$ cat src/include/ifeb_regs.vh
// Register indices, implemented-bit masks and reset values of the interrupt flag bank
`ifndef IFEB_REGS_VH
`define IFEB_REGS_VH

// Register indices on the plain register port
`define IFEB_IDX_FLAGS_0   3'h0
`define IFEB_IDX_FLAGS_1   3'h1
`define IFEB_IDX_FLAGS_2   3'h2
`define IFEB_IDX_FLAGS_3   3'h3
`define IFEB_IDX_FLAGS_4   3'h4
`define IFEB_IDX_ENABLES_0 3'h5
`define IFEB_NUM_REGS      6

// Implemented bits in each register; everything else reads zero
`define IFEB_MASK_FLAGS_0   16'h7fff
`define IFEB_MASK_FLAGS_1   16'hffdf
`define IFEB_MASK_FLAGS_2   16'h601f
`define IFEB_MASK_FLAGS_3   16'he600
`define IFEB_MASK_FLAGS_4   16'hce7e
`define IFEB_MASK_ENABLES_0 16'h7fff

// Variant-dependent source bits
`define IFEB_CAN_MASK_2     16'h000c
`define IFEB_CAN_MASK_4     16'h0040
`define IFEB_DAC_MASK_4     16'hc000

// Flag register 0 field positions
`define IFEB_BIT_CMP1   2
`define IFEB_BIT_CAP1   1
`define IFEB_BIT_EXT0   0

`define IFEB_RST_VALUE  16'h0000

`endif

$ cat src/ifeb_flag_reg.v
// One 16-bit flag or enable register with hardware set and software write
`timescale 1ns/1ps
`include "ifeb_regs.vh"
module ifeb_flag_reg
#(
   parameter [15:0] IMPL_MASK = 16'hffff
)
(
   input wire i_ref_clk,
   input wire i_rst,
   input wire i_wr,
   input wire [15:0] i_wdata,
   input wire [15:0] i_set,
   output wire [15:0] o_value
);

   reg [15:0] value_ff;
   reg [15:0] nxt_value;

   // Hardware set wins over a software write in the same cycle, so no event is lost
   always @*
   begin
      nxt_value = value_ff;
      if (i_wr)
      begin
         nxt_value = i_wdata;
      end
      nxt_value = (nxt_value | i_set) & IMPL_MASK;
   end

   // Power-on state is all zero
   always @(posedge i_ref_clk)
   begin
      if (i_rst)
      begin
         value_ff <= `IFEB_RST_VALUE;
      end
      else
      begin
         value_ff <= nxt_value;
      end
   end

   assign o_value = value_ff;

endmodule

$ cat src/ifeb_bank.v
// Interrupt flag and enable register bank with pending request outputs
//
// Function
// - A flag bit reads one after its source requested, zero otherwise.
// - An enable bit set allows its source request; cleared blocks it.
// - Unimplemented bits read zero and ignore writes.
// - Implemented flag and enable bits are read/write and reset to zero.
// - Without the CAN controller, CAN event, receive and transmit sources never request.
// - Without the audio converter, left and right channel sources never request.
// - Flag register 0: compare 1 at bit 2, capture 1 bit 1, external 0 bit 0.
// - Flag register 1 upper byte holds serial2, external 2, timers, compares, transfer 2.
// - Flag register 1 lower byte holds captures 8/7, external 1, change, comparator, I2C.
// - Flag register 2 holds transfers 4/3, parallel port, CAN, SPI2; bits 12-5 unused.
// - Flag register 3 holds PWM1 fault, alarm, transfer 5, encoder 1, PWM1 error.
// - Flag register 4 holds DAC, encoder 2, PWM2, CAN transmit, transfers, checksum, errors.
// - Enable register 0 upper byte holds transfer 1, ADC, serial1, SPI1, timer 3.
// - Enable register 0 lower byte holds timer 2 down to external interrupt 0.
//
// Chosen here: the strobed register port and the register offsets.
`timescale 1ns/1ps
`include "ifeb_regs.vh"
module ifeb_bank
#(
   parameter HAS_CAN = 1,
   parameter HAS_DAC = 1
)
(
   input wire i_ref_clk,
   input wire i_rst,
   input wire [2:0] i_addr,
   input wire [15:0] i_wdata,
   input wire i_wr,
   input wire i_rd,
   input wire [15:0] i_evt_0,
   input wire [15:0] i_evt_1,
   input wire [15:0] i_evt_2,
   input wire [15:0] i_evt_3,
   input wire [15:0] i_evt_4,
   output reg [15:0] o_rdata,
   output reg [14:0] o_pend_0,
   output reg [79:0] o_flags
);

   // Variant masks strip sources whose peripheral is absent
   localparam [15:0] CAN_OFF_2 = (HAS_CAN != 0) ? 16'h0000 : `IFEB_CAN_MASK_2;
   localparam [15:0] CAN_OFF_4 = (HAS_CAN != 0) ? 16'h0000 : `IFEB_CAN_MASK_4;
   localparam [15:0] DAC_OFF_4 = (HAS_DAC != 0) ? 16'h0000 : `IFEB_DAC_MASK_4;
   localparam [15:0] MASK_2 = `IFEB_MASK_FLAGS_2 & ~CAN_OFF_2;
   localparam [15:0] MASK_4 = `IFEB_MASK_FLAGS_4 & ~(CAN_OFF_4 | DAC_OFF_4);

   wire [15:0] flags_0;
   wire [15:0] flags_1;
   wire [15:0] flags_2;
   wire [15:0] flags_3;
   wire [15:0] flags_4;
   wire [15:0] enables_0;
   wire [5:0] wr_sel;
   reg [15:0] nxt_rdata;
   wire [15:0] set_0;
   wire [15:0] set_1;
   wire [15:0] set_2;
   wire [15:0] set_3;
   wire [15:0] set_4;
   wire [14:0] en_0;

   // Variant switches as single bits, used to gate absent sources at their input
   localparam [0:0] CAN_ON = (HAS_CAN != 0) ? 1'b1 : 1'b0;
   localparam [0:0] DAC_ON = (HAS_DAC != 0) ? 1'b1 : 1'b0;

   // Flag register 0 sources, one named line per request
   wire xfer1_done_set = i_evt_0[14];
   wire adc_done_set = i_evt_0[13];
   wire serial1_tx_set = i_evt_0[12];
   wire serial1_rx_set = i_evt_0[11];
   wire spi1_event_set = i_evt_0[10];
   wire spi1_error_set = i_evt_0[9];
   wire tmr3_req_set = i_evt_0[8];
   wire tmr2_req_set = i_evt_0[7];
   wire cmp2_req_set = i_evt_0[6];
   wire cap2_req_set = i_evt_0[5];
   wire xfer0_done_set = i_evt_0[4];
   wire tmr1_req_set = i_evt_0[3];
   wire cmp1_req_set = i_evt_0[`IFEB_BIT_CMP1];
   wire cap1_req_set = i_evt_0[`IFEB_BIT_CAP1];
   wire ext0_req_set = i_evt_0[`IFEB_BIT_EXT0];

   // Holes are tied low here as well as masked in the register, so a stray line cannot set them
   assign set_0 =
   {
      1'h0,
      xfer1_done_set,
      adc_done_set,
      serial1_tx_set,
      serial1_rx_set,
      spi1_event_set,
      spi1_error_set,
      tmr3_req_set,
      tmr2_req_set,
      cmp2_req_set,
      cap2_req_set,
      xfer0_done_set,
      tmr1_req_set,
      cmp1_req_set,
      cap1_req_set,
      ext0_req_set
   };

   // Flag register 1 sources
   wire serial2_tx_set = i_evt_1[15];
   wire serial2_rx_set = i_evt_1[14];
   wire ext2_req_set = i_evt_1[13];
   wire tmr5_req_set = i_evt_1[12];
   wire tmr4_req_set = i_evt_1[11];
   wire cmp4_req_set = i_evt_1[10];
   wire cmp3_req_set = i_evt_1[9];
   wire xfer2_done_set = i_evt_1[8];
   wire cap8_req_set = i_evt_1[7];
   wire cap7_req_set = i_evt_1[6];
   wire ext1_req_set = i_evt_1[4];
   wire pin_change_set = i_evt_1[3];
   wire comparator_set = i_evt_1[2];
   wire i2c_master_set = i_evt_1[1];
   wire i2c_slave_set = i_evt_1[0];

   // Bit 5 has no source
   assign set_1 =
   {
      serial2_tx_set,
      serial2_rx_set,
      ext2_req_set,
      tmr5_req_set,
      tmr4_req_set,
      cmp4_req_set,
      cmp3_req_set,
      xfer2_done_set,
      cap8_req_set,
      cap7_req_set,
      1'h0,
      ext1_req_set,
      pin_change_set,
      comparator_set,
      i2c_master_set,
      i2c_slave_set
   };

   // Flag register 2 sources; the CAN lines are cut when the controller is absent
   wire xfer4_done_set = i_evt_2[14];
   wire par_port_set = i_evt_2[13];
   wire xfer3_done_set = i_evt_2[4];
   wire can_event_set = CAN_ON & i_evt_2[3];
   wire can_rx_ready_set = CAN_ON & i_evt_2[2];
   wire spi2_event_set = i_evt_2[1];
   wire spi2_error_set = i_evt_2[0];

   assign set_2 =
   {
      1'h0,
      xfer4_done_set,
      par_port_set,
      8'h00,
      xfer3_done_set,
      can_event_set,
      can_rx_ready_set,
      spi2_event_set,
      spi2_error_set
   };

   // Flag register 3 sources; the low byte and bit 8 have none
   wire pwm1_fault_set = i_evt_3[15];
   wire calendar_alarm_set = i_evt_3[14];
   wire xfer5_done_set = i_evt_3[13];
   wire encoder1_set = i_evt_3[10];
   wire pwm1_error_set = i_evt_3[9];

   assign set_3 =
   {
      pwm1_fault_set,
      calendar_alarm_set,
      xfer5_done_set,
      2'h0,
      encoder1_set,
      pwm1_error_set,
      9'h000
   };

   // Flag register 4 sources; DAC and CAN transmit lines depend on the variant
   wire dac_left_set = DAC_ON & i_evt_4[15];
   wire dac_right_set = DAC_ON & i_evt_4[14];
   wire encoder2_set = i_evt_4[11];
   wire pwm2_fault_set = i_evt_4[10];
   wire pwm2_error_set = i_evt_4[9];
   wire can_tx_request_set = CAN_ON & i_evt_4[6];
   wire xfer7_done_set = i_evt_4[5];
   wire xfer6_done_set = i_evt_4[4];
   wire checksum_gen_set = i_evt_4[3];
   wire serial2_error_set = i_evt_4[2];
   wire serial1_error_set = i_evt_4[1];

   assign set_4 =
   {
      dac_left_set,
      dac_right_set,
      2'h0,
      encoder2_set,
      pwm2_fault_set,
      pwm2_error_set,
      2'h0,
      can_tx_request_set,
      xfer7_done_set,
      xfer6_done_set,
      checksum_gen_set,
      serial2_error_set,
      serial1_error_set,
      1'h0
   };

   // Named enable bits of register 0; bit 15 is a hole and never gates anything
   wire xfer1_done_en = enables_0[14];
   wire adc_done_en = enables_0[13];
   wire serial1_tx_en = enables_0[12];
   wire serial1_rx_en = enables_0[11];
   wire spi1_event_en = enables_0[10];
   wire spi1_error_en = enables_0[9];
   wire tmr3_req_en = enables_0[8];
   wire tmr2_req_en = enables_0[7];
   wire cmp2_req_en = enables_0[6];
   wire cap2_req_en = enables_0[5];
   wire xfer0_done_en = enables_0[4];
   wire tmr1_req_en = enables_0[3];
   wire cmp1_req_en = enables_0[2];
   wire cap1_req_en = enables_0[1];
   wire ext0_req_en = enables_0[0];

   assign en_0 =
   {
      xfer1_done_en,
      adc_done_en,
      serial1_tx_en,
      serial1_rx_en,
      spi1_event_en,
      spi1_error_en,
      tmr3_req_en,
      tmr2_req_en,
      cmp2_req_en,
      cap2_req_en,
      xfer0_done_en,
      tmr1_req_en,
      cmp1_req_en,
      cap1_req_en,
      ext0_req_en
   };

   // One write strobe per register, decoded from the index
   genvar gi;
   generate
      for (gi = 0; gi < `IFEB_NUM_REGS; gi = gi + 1)
      begin : g_sel
         localparam [2:0] IDX = gi;
         assign wr_sel[gi] = i_wr && (i_addr == IDX);
      end
   endgenerate

   // Flag register 0; bits 2..0 are compare 1, capture 1, external 0
   ifeb_flag_reg #(.IMPL_MASK(`IFEB_MASK_FLAGS_0)) u_flags_0
   (
      .i_ref_clk(i_ref_clk),
      .i_rst(i_rst),
      .i_wr(wr_sel[`IFEB_IDX_FLAGS_0]),
      .i_wdata(i_wdata),
      .i_set(set_0),
      .o_value(flags_0)
   );

   // Flag register 1; bit 5 is the only hole
   ifeb_flag_reg #(.IMPL_MASK(`IFEB_MASK_FLAGS_1)) u_flags_1
   (
      .i_ref_clk(i_ref_clk),
      .i_rst(i_rst),
      .i_wr(wr_sel[`IFEB_IDX_FLAGS_1]),
      .i_wdata(i_wdata),
      .i_set(set_1),
      .o_value(flags_1)
   );

   // Flag register 2; CAN bits vanish on variants without the controller
   ifeb_flag_reg #(.IMPL_MASK(MASK_2)) u_flags_2
   (
      .i_ref_clk(i_ref_clk),
      .i_rst(i_rst),
      .i_wr(wr_sel[`IFEB_IDX_FLAGS_2]),
      .i_wdata(i_wdata),
      .i_set(set_2),
      .o_value(flags_2)
   );

   // Flag register 3; only the upper byte has sources
   ifeb_flag_reg #(.IMPL_MASK(`IFEB_MASK_FLAGS_3)) u_flags_3
   (
      .i_ref_clk(i_ref_clk),
      .i_rst(i_rst),
      .i_wr(wr_sel[`IFEB_IDX_FLAGS_3]),
      .i_wdata(i_wdata),
      .i_set(set_3),
      .o_value(flags_3)
   );

   // Flag register 4; DAC and CAN transmit bits depend on the variant
   ifeb_flag_reg #(.IMPL_MASK(MASK_4)) u_flags_4
   (
      .i_ref_clk(i_ref_clk),
      .i_rst(i_rst),
      .i_wr(wr_sel[`IFEB_IDX_FLAGS_4]),
      .i_wdata(i_wdata),
      .i_set(set_4),
      .o_value(flags_4)
   );

   // Enable register 0 is written by software only
   ifeb_flag_reg #(.IMPL_MASK(`IFEB_MASK_ENABLES_0)) u_enables_0
   (
      .i_ref_clk(i_ref_clk),
      .i_rst(i_rst),
      .i_wr(wr_sel[`IFEB_IDX_ENABLES_0]),
      .i_wdata(i_wdata),
      .i_set(16'h0000),
      .o_value(enables_0)
   );

   // Read mux; unmapped indices read zero
   always @*
   begin
      nxt_rdata = 16'h0000;
      if (i_rd)
      begin
         case (i_addr)
            `IFEB_IDX_FLAGS_0: nxt_rdata = flags_0;
            `IFEB_IDX_FLAGS_1: nxt_rdata = flags_1;
            `IFEB_IDX_FLAGS_2: nxt_rdata = flags_2;
            `IFEB_IDX_FLAGS_3: nxt_rdata = flags_3;
            `IFEB_IDX_FLAGS_4: nxt_rdata = flags_4;
            `IFEB_IDX_ENABLES_0: nxt_rdata = enables_0;
            default: nxt_rdata = 16'h0000;
         endcase
      end
   end

   // Outputs registered; pending and flag views trail the registers by one cycle
   always @(posedge i_ref_clk)
   begin
      if (i_rst)
      begin
         o_rdata <= 16'h0000;
         o_pend_0 <= 15'h0000;
         o_flags <= 80'h0;
      end
      else
      begin
         o_rdata <= nxt_rdata;
         o_pend_0 <= flags_0[14:0] & en_0;
         o_flags <= {flags_4, flags_3, flags_2, flags_1, flags_0};
      end
   end

endmodule

$ cat config.mk
export PLATFORM = sky130hd
export DESIGN_NAME = ifeb_bank
export DESIGN_NICKNAME = d
export VERILOG_FILES = /design/src/ifeb_flag_reg.v /design/src/ifeb_bank.v
export VERILOG_INCLUDE_DIRS = /design/src /design/src/include
export SDC_FILE = /design/constraint.sdc
export NUM_CORES = 1
export LEC_CHECK = 0
export BUFFER_PORTS_ARGS = -buffer_cell sky130_fd_sc_hd__clkbuf_2
export CORE_MARGIN = 4
export CORE_UTILIZATION = 53
export CTS_CLUSTER_SIZE = 28
export DETAILED_ROUTE_END_ITERATION = 8
export HOLD_SLACK_MARGIN = 0.15
export MAX_ROUTING_LAYER = met4
export PLACE_DENSITY = 0.92
export SKIP_LAST_GASP = 1
export SLEW_MARGIN = 20
export SYNTH_ARGS = -nofsm -noshare
export SYNTH_HDL_FRONTEND = slang
export SYNTH_SLANG_ARGS = --single-unit
$ cat constraint.sdc
create_clock -name i_ref_clk -period 4 [get_ports i_ref_clk]
set_clock_uncertainty 0.2 [all_clocks]
set_input_delay 0.6 -clock i_ref_clk [delete_from_list [all_inputs] [get_ports i_ref_clk]]
set_output_delay 0.6 -clock i_ref_clk [all_outputs]
set_load 0.01 [all_outputs]
==> results of run 1 <==
## layer usage
layer,vias up,GRT usage
met4,0,0.161
met1,2416,0.342
li1,2369,-
met3,95,0.0690
met2,407,0.459
met5,-,-
## sequential cells by signal, summed over array words and instances, names as in the netlist
| register | cells |
|---|---|
| o_rdata | 16 |
| u_enables_0.o_value | 15 |
| o_pend_0 | 15 |
| o_flags | 53 |
| u_flags_1.o_value | 15 |
| u_flags_0.o_value | 15 |
| u_flags_4.o_value | 11 |
| u_flags_2.o_value | 7 |
| u_flags_3.o_value | 5 |
## area by class of cell
cell class | instances | area [um^2] | share of cell area
Sequential cell | 152 | 3040 | 0.410
Multi-Input combinational cell | 397 | 2270 | 0.305
Timing Repair Buffer | 201 | 1210 | 0.163
Clock buffer | 20 | 435 | 0.0587
Tap cell | 136 | 170 | 0.0229
Inverter | 42 | 158 | 0.0212
Clock inverter | 12 | 140 | 0.0189
Antenna cell | 1 | 2.50 | 0.000337
## per-stage QoR
step	worst slack, ps	area (um^2)	utilization	hold slack [ps]
floorplan	2140	5860	-	240
global placement	1450	6460	0.618	255
detailed placement	1400	6460	0.618	266
CTS	1950	7420	0.709	150
global route	1690	7420	0.710	158
finish	1840	7420	0.710	150
## worst max path at each step
stage,end,cells after the start,from
after floorplan,o_rdata[5],7,i_addr[2]
after global placement,u_flags_1.o_value[6],5,i_addr[1]
after detailed placement,u_flags_1.o_value[15],5,i_addr[1]
after CTS,u_flags_1.o_value[9],5,i_addr[1]
after global routing,u_flags_0.o_value[14],5,i_addr[1]
final,u_flags_0.o_value[14],5,i_addr[1]
## worst max-delay path, stage by stage
cell	delay, ps
clkbuf_2	330
nor2_1	390
nand2_1	550
nand2_1	310
a31oi_1	130
## Yosys cell counts (all sizes together)
cell type,count
a211oi,1
a21oi,23
a22o,1
a22oi,6
a31oi,44
and2,16
and2b,2
and3,3
and3b,1
buf,46
clkbuf,15
conb,1
dfxtp,152
inv,42
mux2,11
mux2i,9
mux4,3
nand2,120
nand2b,4
nand3,3
nand3b,3
nor2,16
nor2b,57
nor3,38
nor3b,1
o21ai,6
o32ai,1
or3,1
## report_power, final
group          switching (W)  leakage [nW]  total [W]  internal (W)
logic               0.000201          1.88   0.000356      0.000155
clock network       0.000638         0.273    0.00155      0.000913
registers          0.0000532          1.25    0.00165       0.00159
## what timing repair did
| item | CTS | global route |
|---|---|---|
| hold buffers | 38 | 0 |
| endpoints found under the setup margin | 0 | 0 |
| hold endpoints to repair | 38 | 0 |
## logic make-up (layout without fill, tap and decap cells)
logic type      after synthesis  in the layout  synth area share
buf+inv                     103            275            0.0954
mux                          23             23            0.0495
other cells                   1             28          0.000651
simple gates                265            265             0.230
flops                       152            152             0.528
compound gates               82             82            0.0960
==> metrics.txt, run 1 <==
status=complete, no violations; worst vdd ir=roughly 0.38 mV; # setup viols final=0; kind of critical path=input port to flop; Area Overhead vs Synth=28.9%; Top Metal Used=met4; gr ovfl total=0; final setup TNS=0 ps; largest net degree at the start of global routing=63; P_leak=~3.4 nW; Hold Path Cell Cnt=3; routed wire length per instance=~19 um; commonest non-fill, non-tap cell in the layout=clkbuf_2; hold endpoint=u_enables_0.o_value[12]; Slew Limit Fails=0; Post-CTS Setup Repair Bufs=0; GPL Wtd Cong=~0.87; CTS Buf Count=17; register area share after synthesis=0.528; Clk Latency, worst-skew pair=about 530 ps; #FFs+latches synth=~150; Metal-1 WL=around 6.7 mm; DP HPWL=between 10 and 15 mm; drt first pass iters=5; DR vias=roughly 5300; metal2 WL=between 8 and 9 mm; non-filler cells, final=slightly below 1000; CTS tree=built; f_max=roughly 460 MHz; CTS root buf=clkbuf_8; Num Clock Sinks=152; CORE AREA=roughly 10000 um^2; met3 routed WL=~1.8 mm; std cell rows=37; Post-CTS Resized=0; vias per cell=about 5.5; share of Yosys cell area claimed by the top area cell type=0.528; Synth cell types=38; hold wc startpoint=i_wdata[12]; PortBufs=approximately 160; number of global-route vias before repair=between 5000 and 6000; P per Cell Area=around 480 nW/um^2; cells after synthesis=626; Critical Path AT=2330 ps; Pwr Total=~0.0036 W; Initial Util=0.551; path type of the worst min-delay path=input port to flop; Final #Nets=between 900 and 1000; worst-margin pin slew=about 850 ps; Final Hold Vio Count=0; Synth area leaders=dfxtp_1, nand2_1, nor2b_1; Tmin final=between 2000 and 2500 ps; Inst Count DP=between 800 and 900; # Max-Cap Violations=0; Ys Warns=0; Relative slew margins=0.429; period utilization=0.540; layout cell share with drive strength beyond 1=0.279; fillers=~700; Critical Path RT=roughly 4200 ps; global-route wire length before repair=28.2 mm; Tot GR Track Use=0.291; Die Span Y=~110 um; RSZ-0062 raised after global routing=no; final WL=about 18 mm; die area=12600 um^2; Reg2Reg Launch Point=u_flags_1.o_value[14]; I/O Pins=214; R2R depth=3; Reg2Reg Setup Slack=2560 ps; worst r2r dst=o_rdata[14]; startpoint types=input port; post-synth top area cell=dfxtp_1; Chip Width=112 um; clk slew on worst S/H paths=70 ps; synthesized area=just under 6000 um^2; Detail Route Antenna Nets=0; commonest non-fill, non-tap cells in the layout=clkbuf_2, dfxtp_1, nand2_1; Worst Path Max Fanout=22; initial antenna violation count=1; Clock Tree Buf Depth=2; Critical Path End Type=flop; drt first-iter violations=700; syn avg cell area=just over 9 um^2; DRC Markers=0; H-tree level count=4
(Power assumes the default switching activity.)
==> run 2: changes to the inputs <==
--- a/config.mk
+++ b/config.mk
@@ -8,12 +8,12 @@
 export LEC_CHECK = 0
 export BUFFER_PORTS_ARGS = -buffer_cell sky130_fd_sc_hd__clkbuf_2
 export CORE_MARGIN = 4
-export CORE_UTILIZATION = 53
+export CORE_UTILIZATION = 49
 export CTS_CLUSTER_SIZE = 28
 export DETAILED_ROUTE_END_ITERATION = 8
 export HOLD_SLACK_MARGIN = 0.15
 export MAX_ROUTING_LAYER = met4
-export PLACE_DENSITY = 0.92
+export PLACE_DENSITY = 0.87
 export SKIP_LAST_GASP = 1
 export SLEW_MARGIN = 20
 export SYNTH_ARGS = -nofsm -noshare
==> constraint.sdc (replaced) <==
create_clock -name i_ref_clk -period 2.08 [get_ports i_ref_clk]
set_clock_uncertainty 0.2 [all_clocks]
set_input_delay 0.312 -clock i_ref_clk [delete_from_list [all_inputs] [get_ports i_ref_clk]]
set_output_delay 0.312 -clock i_ref_clk [all_outputs]
set_load 0.01 [all_outputs]
==> metrics.txt, run 2 (synthesis results as in run 1) <==
status=complete, no violations (unchanged); initial antenna violation count=0 (was 1); Relative slew margins=0.515 (was 0.429); kind of critical path=input port to flop (unchanged); commonest non-fill, non-tap cells in the layout=clkbuf_2, dfxtp_1, dlygate4sd3_1 (was clkbuf_2, dfxtp_1, nand2_1); hold wc startpoint=i_addr[0] (was i_wdata[12]); Metal-1 WL=7.04 mm (was 6.73 mm); Chip Width=116 um (was 112 um); GPL Wtd Cong=0.904 (was 0.873); Critical Path AT=2170 ps (was 2330 ps); commonest non-fill, non-tap cell in the layout=clkbuf_2 (unchanged); combinational power share=0.117 (was 0.100); path type of the worst min-delay path=input port to flop (unchanged); switching part of the total=0.231 (was 0.251); worst vdd ir=0.698 mV (was 0.383 mV); I/O Pins=214 (unchanged); Tmin final=2070 ps; Psw=0.00168 W (was 0.000893 W); Post-CTS Setup Repair Bufs=0 (unchanged); f_max=~480 MHz; Detail Route Antenna Nets=0 (unchanged); Final Hold Vio Count=0 (unchanged); n_diodes=0 (was 1); vias per cell=5.31 (was 5.50); worst r2r dst=u_flags_0.o_value[3] (was o_rdata[14]); Die Span Y=116 um (was 112 um); DR vias=5651 (was 5287); die area=13600 um^2 (was 12600 um^2); std cell rows=39 (was 37); final setup TNS=0 ps (unchanged); RSZ-0062 raised after global routing=no (unchanged); layout cell share with drive strength beyond 1=0.268 (was 0.279); period utilization=0.997; Initial Util=0.502 (was 0.551); routed wire length per instance=17.9 um (was 18.8 um); # Max-Cap Violations=0 (unchanged); gr ovfl total=0 (unchanged); CTS Buf Count=17 (unchanged); number of global-route vias before repair=5564 (was 5276); Seq pwr share=0.433 (was 0.463); CTS root buf=clkbuf_16 (was clkbuf_8); largest net degree at the start of global routing=60 (was 63); final WL=19.0 mm (was 18.1 mm); met3 routed WL=1.94 mm (was 1.84 mm); Inst Count DP=913 (was 890); Hold Path Cell Cnt=4 (was 3); drt first-iter violations=525 (was 700); worst-margin pin slew=727 ps (was 853 ps); PortBufs=159 (unchanged); H-tree level count=4 (unchanged); Final #Nets=1012 (was 914); Worst Path Max Fanout=13 (was 22); max reg flops=53 (unchanged); P per Cell Area=859 nW/um^2 (was 479 nW/um^2); hold endpoint=o_rdata[9] (was u_enables_0.o_value[12]); DP HPWL=11.1 mm (about the same); Top Metal Used=met4 (unchanged); P_leak=3.95 nW (was 3.41 nW); global-route wire length before repair=29.4 mm (was 28.2 mm); startpoint types=input port (unchanged); non-filler cells, final=1064 (was 961); area occupied by multi-input gates=2270 um^2 (about the same); Reg2Reg Launch Point=u_flags_0.o_value[3] (was u_flags_1.o_value[14]); metal2 WL=8.84 mm (was 8.60 mm); clk slew on worst S/H paths=60 ps (was 70 ps); Slew Limit Fails=0 (unchanged); fillers=700 (was 695); Num Clock Sinks=152 (unchanged); area taken by flip-flops and latches=3040 um^2 (unchanged); drt first pass iters=5 (unchanged); # setup viols final=0 (unchanged); Clock Power Share=0.450 (was 0.437); CORE AREA=11500 um^2 (was 10500 um^2); Area Overhead vs Synth=47.6% (was 28.9%); biggest regs=o_flags (53), o_rdata (16) (unchanged); Reg2Reg Setup Slack=540 ps (was 2560 ps); Clk Latency, worst-skew pair=420 ps (was 530 ps); Clock Tree Buf Depth=2 (unchanged); Biggest register=o_flags (unchanged); Critical Path RT=2180 ps (was 4170 ps); internal power=0.00562 W (was 0.00266 W); Critical Path End Type=flop (unchanged); CTS tree=built (unchanged); Tot GR Track Use=0.297 (was 0.291); DRC Markers=0 (unchanged); R2R depth=3 (unchanged)
==> run 2: power by group through the flow <==
stage                     Sequential (W)  Combinational (W)  Clock (W)
after global placement           0.00321           0.000605          0
after CTS                        0.00315           0.000812    0.00328
final                            0.00316           0.000853    0.00329
after floorplan                  0.00322           0.000373          0
after detailed placement         0.00321           0.000619          0
after global routing             0.00318           0.000920    0.00341
==> run 2: through the flow <==
step / cell area [um^2] / util / hold slack, ps / power, W / setup slack (ps)
6_report: 8500 / 0.742 / 194 / 0.00730 / 5.81
2_1_floorplan: 5860 / - / 240 / 0.00359 / 509
4_1_cts: 8500 / 0.741 / 175 / 0.00724 / 92.7
5_1_grt: 8500 / 0.742 / 183 / 0.00751 / 9.60
3_3_place_gp: 6670 / 0.582 / 248 / 0.00382 / 227
3_5_place_dp: 6670 / 0.582 / 257 / 0.00383 / 170
==> run 2: what timing repair did <==
| item | CTS | global route |
|---|---|---|
| hold buffers | 120 | 0 |
| setup endpoints to repair | 0 | 5 |
| endpoints found under the hold margin | 73 | 0 |
| resized for setup | 0 | 2 |
==> run 2: worst max path at each step <==
stage | to | startpoint
2_1_floorplan | o_rdata[5] | i_addr[2]
3_3_place_gp | u_enables_0.o_value[8] | i_addr[1]
3_5_place_dp | u_enables_0.o_value[13] | i_addr[1]
4_1_cts | u_flags_1.o_value[0] | i_addr[1]
5_1_grt | u_flags_2.o_value[3] | i_addr[1]
6_report | u_flags_2.o_value[3] | i_addr[1]
==> run 2: area by class of cell <==
type	instances	share of cell area
clock buffer	23	0.0574
clock inverter	8	0.0168
timing repair buffer	299	0.262
multi-input combinational	397	0.267
inverter	42	0.0185
tap	143	0.0210
sequential	152	0.358
==> run 2: critical path, cell delays in order <==
cell and delay, ps:
clkbuf_2 100, buf_4 200, inv_1 150, or3_1 490, nor3_1 260, dlygate4sd3_1 600
nor3_1 50
==> run 2: metal layers <==
layer,up-vias,global-route usage
met5,-,-
met4,0,0.187
met3,121,0.0777
met2,418,0.456
met1,2545,0.346
li1,2567,-
==> run 3: changes to the inputs <==
--- a/config.mk
+++ b/config.mk
@@ -7,6 +7,7 @@
 export NUM_CORES = 1
 export LEC_CHECK = 0
 export BUFFER_PORTS_ARGS = -buffer_cell sky130_fd_sc_hd__clkbuf_2
+export CORE_ASPECT_RATIO = 0.7
 export CORE_MARGIN = 4
 export CORE_UTILIZATION = 49
 export CTS_CLUSTER_SIZE = 28
==> metrics.txt, run 3 (synthesis results as in run 1) <==
Detail Route Antenna Nets=0 (unchanged); routed wire length per instance=17.4 um (was 17.9 um); vias per cell=5.07 (was 5.31); Inst Count DP=931 (was 913); DR vias=5480 (was 5651); die area=13600 um^2 (about the same); Die Span Y=98.7 um (was 116 um); DP HPWL=11.3 mm (was 11.1 mm); area occupied by multi-input gates=2270 um^2 (about the same); Reg2Reg Launch Point=u_flags_0.o_value[9] (was u_flags_0.o_value[3]); commonest non-fill, non-tap cell in the layout=clkbuf_2 (unchanged); Biggest register=o_flags (unchanged); std cell rows=32 (was 39); Clk Latency, worst-skew pair=420 ps (about the same); status=complete, no violations (unchanged); DRC Markers=0 (unchanged); n_diodes=0 (unchanged); startpoint types=input port (unchanged); gr ovfl total=0 (unchanged); path type of the worst min-delay path=input port to flop (unchanged); drt first-iter violations=421 (was 525); Setup crit start=i_addr[2] (was i_addr[1]); Clock Power Share=0.435 (was 0.450); Critical Path End Type=flop (unchanged); worst-margin pin slew=744 ps (was 727 ps); Seq pwr share=0.444 (was 0.433); combinational power share=0.120 (was 0.117); Initial Util=0.512 (was 0.502); global-route wire length before repair=28.9 mm (was 29.4 mm); layout cell share with drive strength beyond 1=0.275 (was 0.268); CTS Buf Count=17 (unchanged); area taken by flip-flops and latches=3040 um^2 (unchanged); final WL=18.8 mm (was 19.0 mm); P_leak=3.93 nW (was 3.95 nW); I/O Pins=214 (unchanged); Critical Path AT=2160 ps (was 2170 ps); number of global-route vias before repair=5438 (was 5564); GPL Wtd Cong=0.862 (was 0.904); Relative slew margins=0.504 (was 0.515); biggest regs=o_flags (53), o_rdata (16) (unchanged); CTS tree=built (unchanged); CTS root buf=clkbuf_16 (unchanged); non-filler cells, final=1080 (was 1064); RSZ-0062 raised after global routing=no (unchanged); switching part of the total=0.244 (was 0.231); CORE AREA=11300 um^2 (was 11500 um^2); clk slew on worst S/H paths=60 ps (about the same); Critical Path RT=2240 ps (was 2180 ps); fillers=755 (was 700); dpl cell area=6700 um^2 (was 6670 um^2); Tot GR Track Use=0.285 (was 0.297); worst vdd ir=0.607 mV (was 0.698 mV); initial antenna violation count=0 (unchanged); PortBufs=159 (unchanged); kind of critical path=input port to flop (unchanged); Final #Nets=1017 (was 1012); max reg flops=53 (unchanged); Finished Cell Area=8470 um^2 (was 8500 um^2); largest net degree at the start of global routing=63 (was 60); Worst Path Max Fanout=16 (was 13); # setup viols final=0 (unchanged); # Max-Cap Violations=0 (unchanged); final setup TNS=0 ps (unchanged); f_max=500 MHz (was 482 MHz); Clock Tree Buf Depth=2 (unchanged); internal power=0.00536 W (was 0.00562 W); Tmin final=2000 ps (was 2070 ps); Slew Limit Fails=0 (unchanged); commonest non-fill, non-tap cells in the layout=clkbuf_2, dfxtp_1, dlygate4sd3_1 (unchanged); hold wc startpoint=i_rd (was i_addr[0]); H-tree level count=4 (unchanged); Num Clock Sinks=152 (unchanged); drt first pass iters=5 (unchanged); Final Hold Vio Count=0 (unchanged); Psw=0.00173 W (was 0.00168 W); Area Overhead vs Synth=47.1% (was 47.6%); P per Cell Area=836 nW/um^2 (was 859 nW/um^2); Chip Width=138 um (was 116 um); period utilization=0.961 (was 0.997)
==> run 3: cell count changes in the layout (fill, tap and decap cells not counted), moves of 2 or more <==
cell           previous run  this run
buf_12                    6         3
buf_4                    15        25
bufinv_16                 4         2
clkbuf_2                158       156
clkinv_4                  0         2
clkinvlp_4                1         4
dlygate4sd3_1           120       117
==> run 3: path summary, 6_finish.rpt <==
check,endpoint,slack (ps),cells past startpoint
hold reg to reg,u_enables_0.o_value[14],270,2
setup / recovery,u_flags_4.o_value[5],80,7
hold / removal,o_rdata[9],160,4
setup reg to reg,u_flags_0.o_value[9],560,3
==> run 3: stage by stage <==
step	total power, W	setup WS, ps	utilization	hold slack (ps)
2_1_floorplan	0.00359	509	-	240
3_3_place_gp	0.00382	170	0.596	256
3_5_place_dp	0.00384	128	0.596	260
4_1_cts	0.00705	44.0	0.751	154
5_1_grt	0.00730	14.9	0.753	188
6_report	0.00709	80.7	0.753	162
==> run 3: power groups by stage <==
stage	registers, W	logic [W]	clock network [W]
detailed placement	0.00321	0.000627	0
floorplan	0.00322	0.000373	0
global placement	0.00320	0.000613	0
finish	0.00315	0.000852	0.00308
CTS	0.00315	0.000818	0.00308
global route	0.00317	0.000924	0.00321
==> run 3: worst max-delay path: stages <==
cell	delay, ps
buf_2	270
buf_6	250
and3_1	310
buf_4	200
nand2_1	60
a31oi_1	180
dlygate4sd3_1	570
==> run 3: layout make-up <==
| type | count | share of cell area |
|---|---|---|
| Clock inverter | 11 | 0.0145 |
| Multi-Input combinational cell | 397 | 0.267 |
| Timing Repair Buffer | 304 | 0.262 |
| Sequential cell | 152 | 0.359 |
| Inverter | 42 | 0.0186 |
| Tap cell | 153 | 0.0226 |
| Clock buffer | 21 | 0.0555 |
==> run 3: per-layer routing <==
| metal | GRT usage | vias to the layer above | wire length [um] |
|---|---|---|---|
| met5 | - | - | 0 |
| met4 | 0.109 | 0 | 494 |
| met3 | 0.0546 | 55 | 1440 |
| met2 | 0.463 | 261 | 9230 |
| met1 | 0.350 | 2586 | 7600 |
| li1 | - | 2578 | - |
==> run 3: timing repair <==
item,in CTS,in global routing
hold endpoints to repair,69,1
gates resized for setup,0,4
hold buffers,115,2
buffers inserted,0,0
setup endpoints to repair,0,12
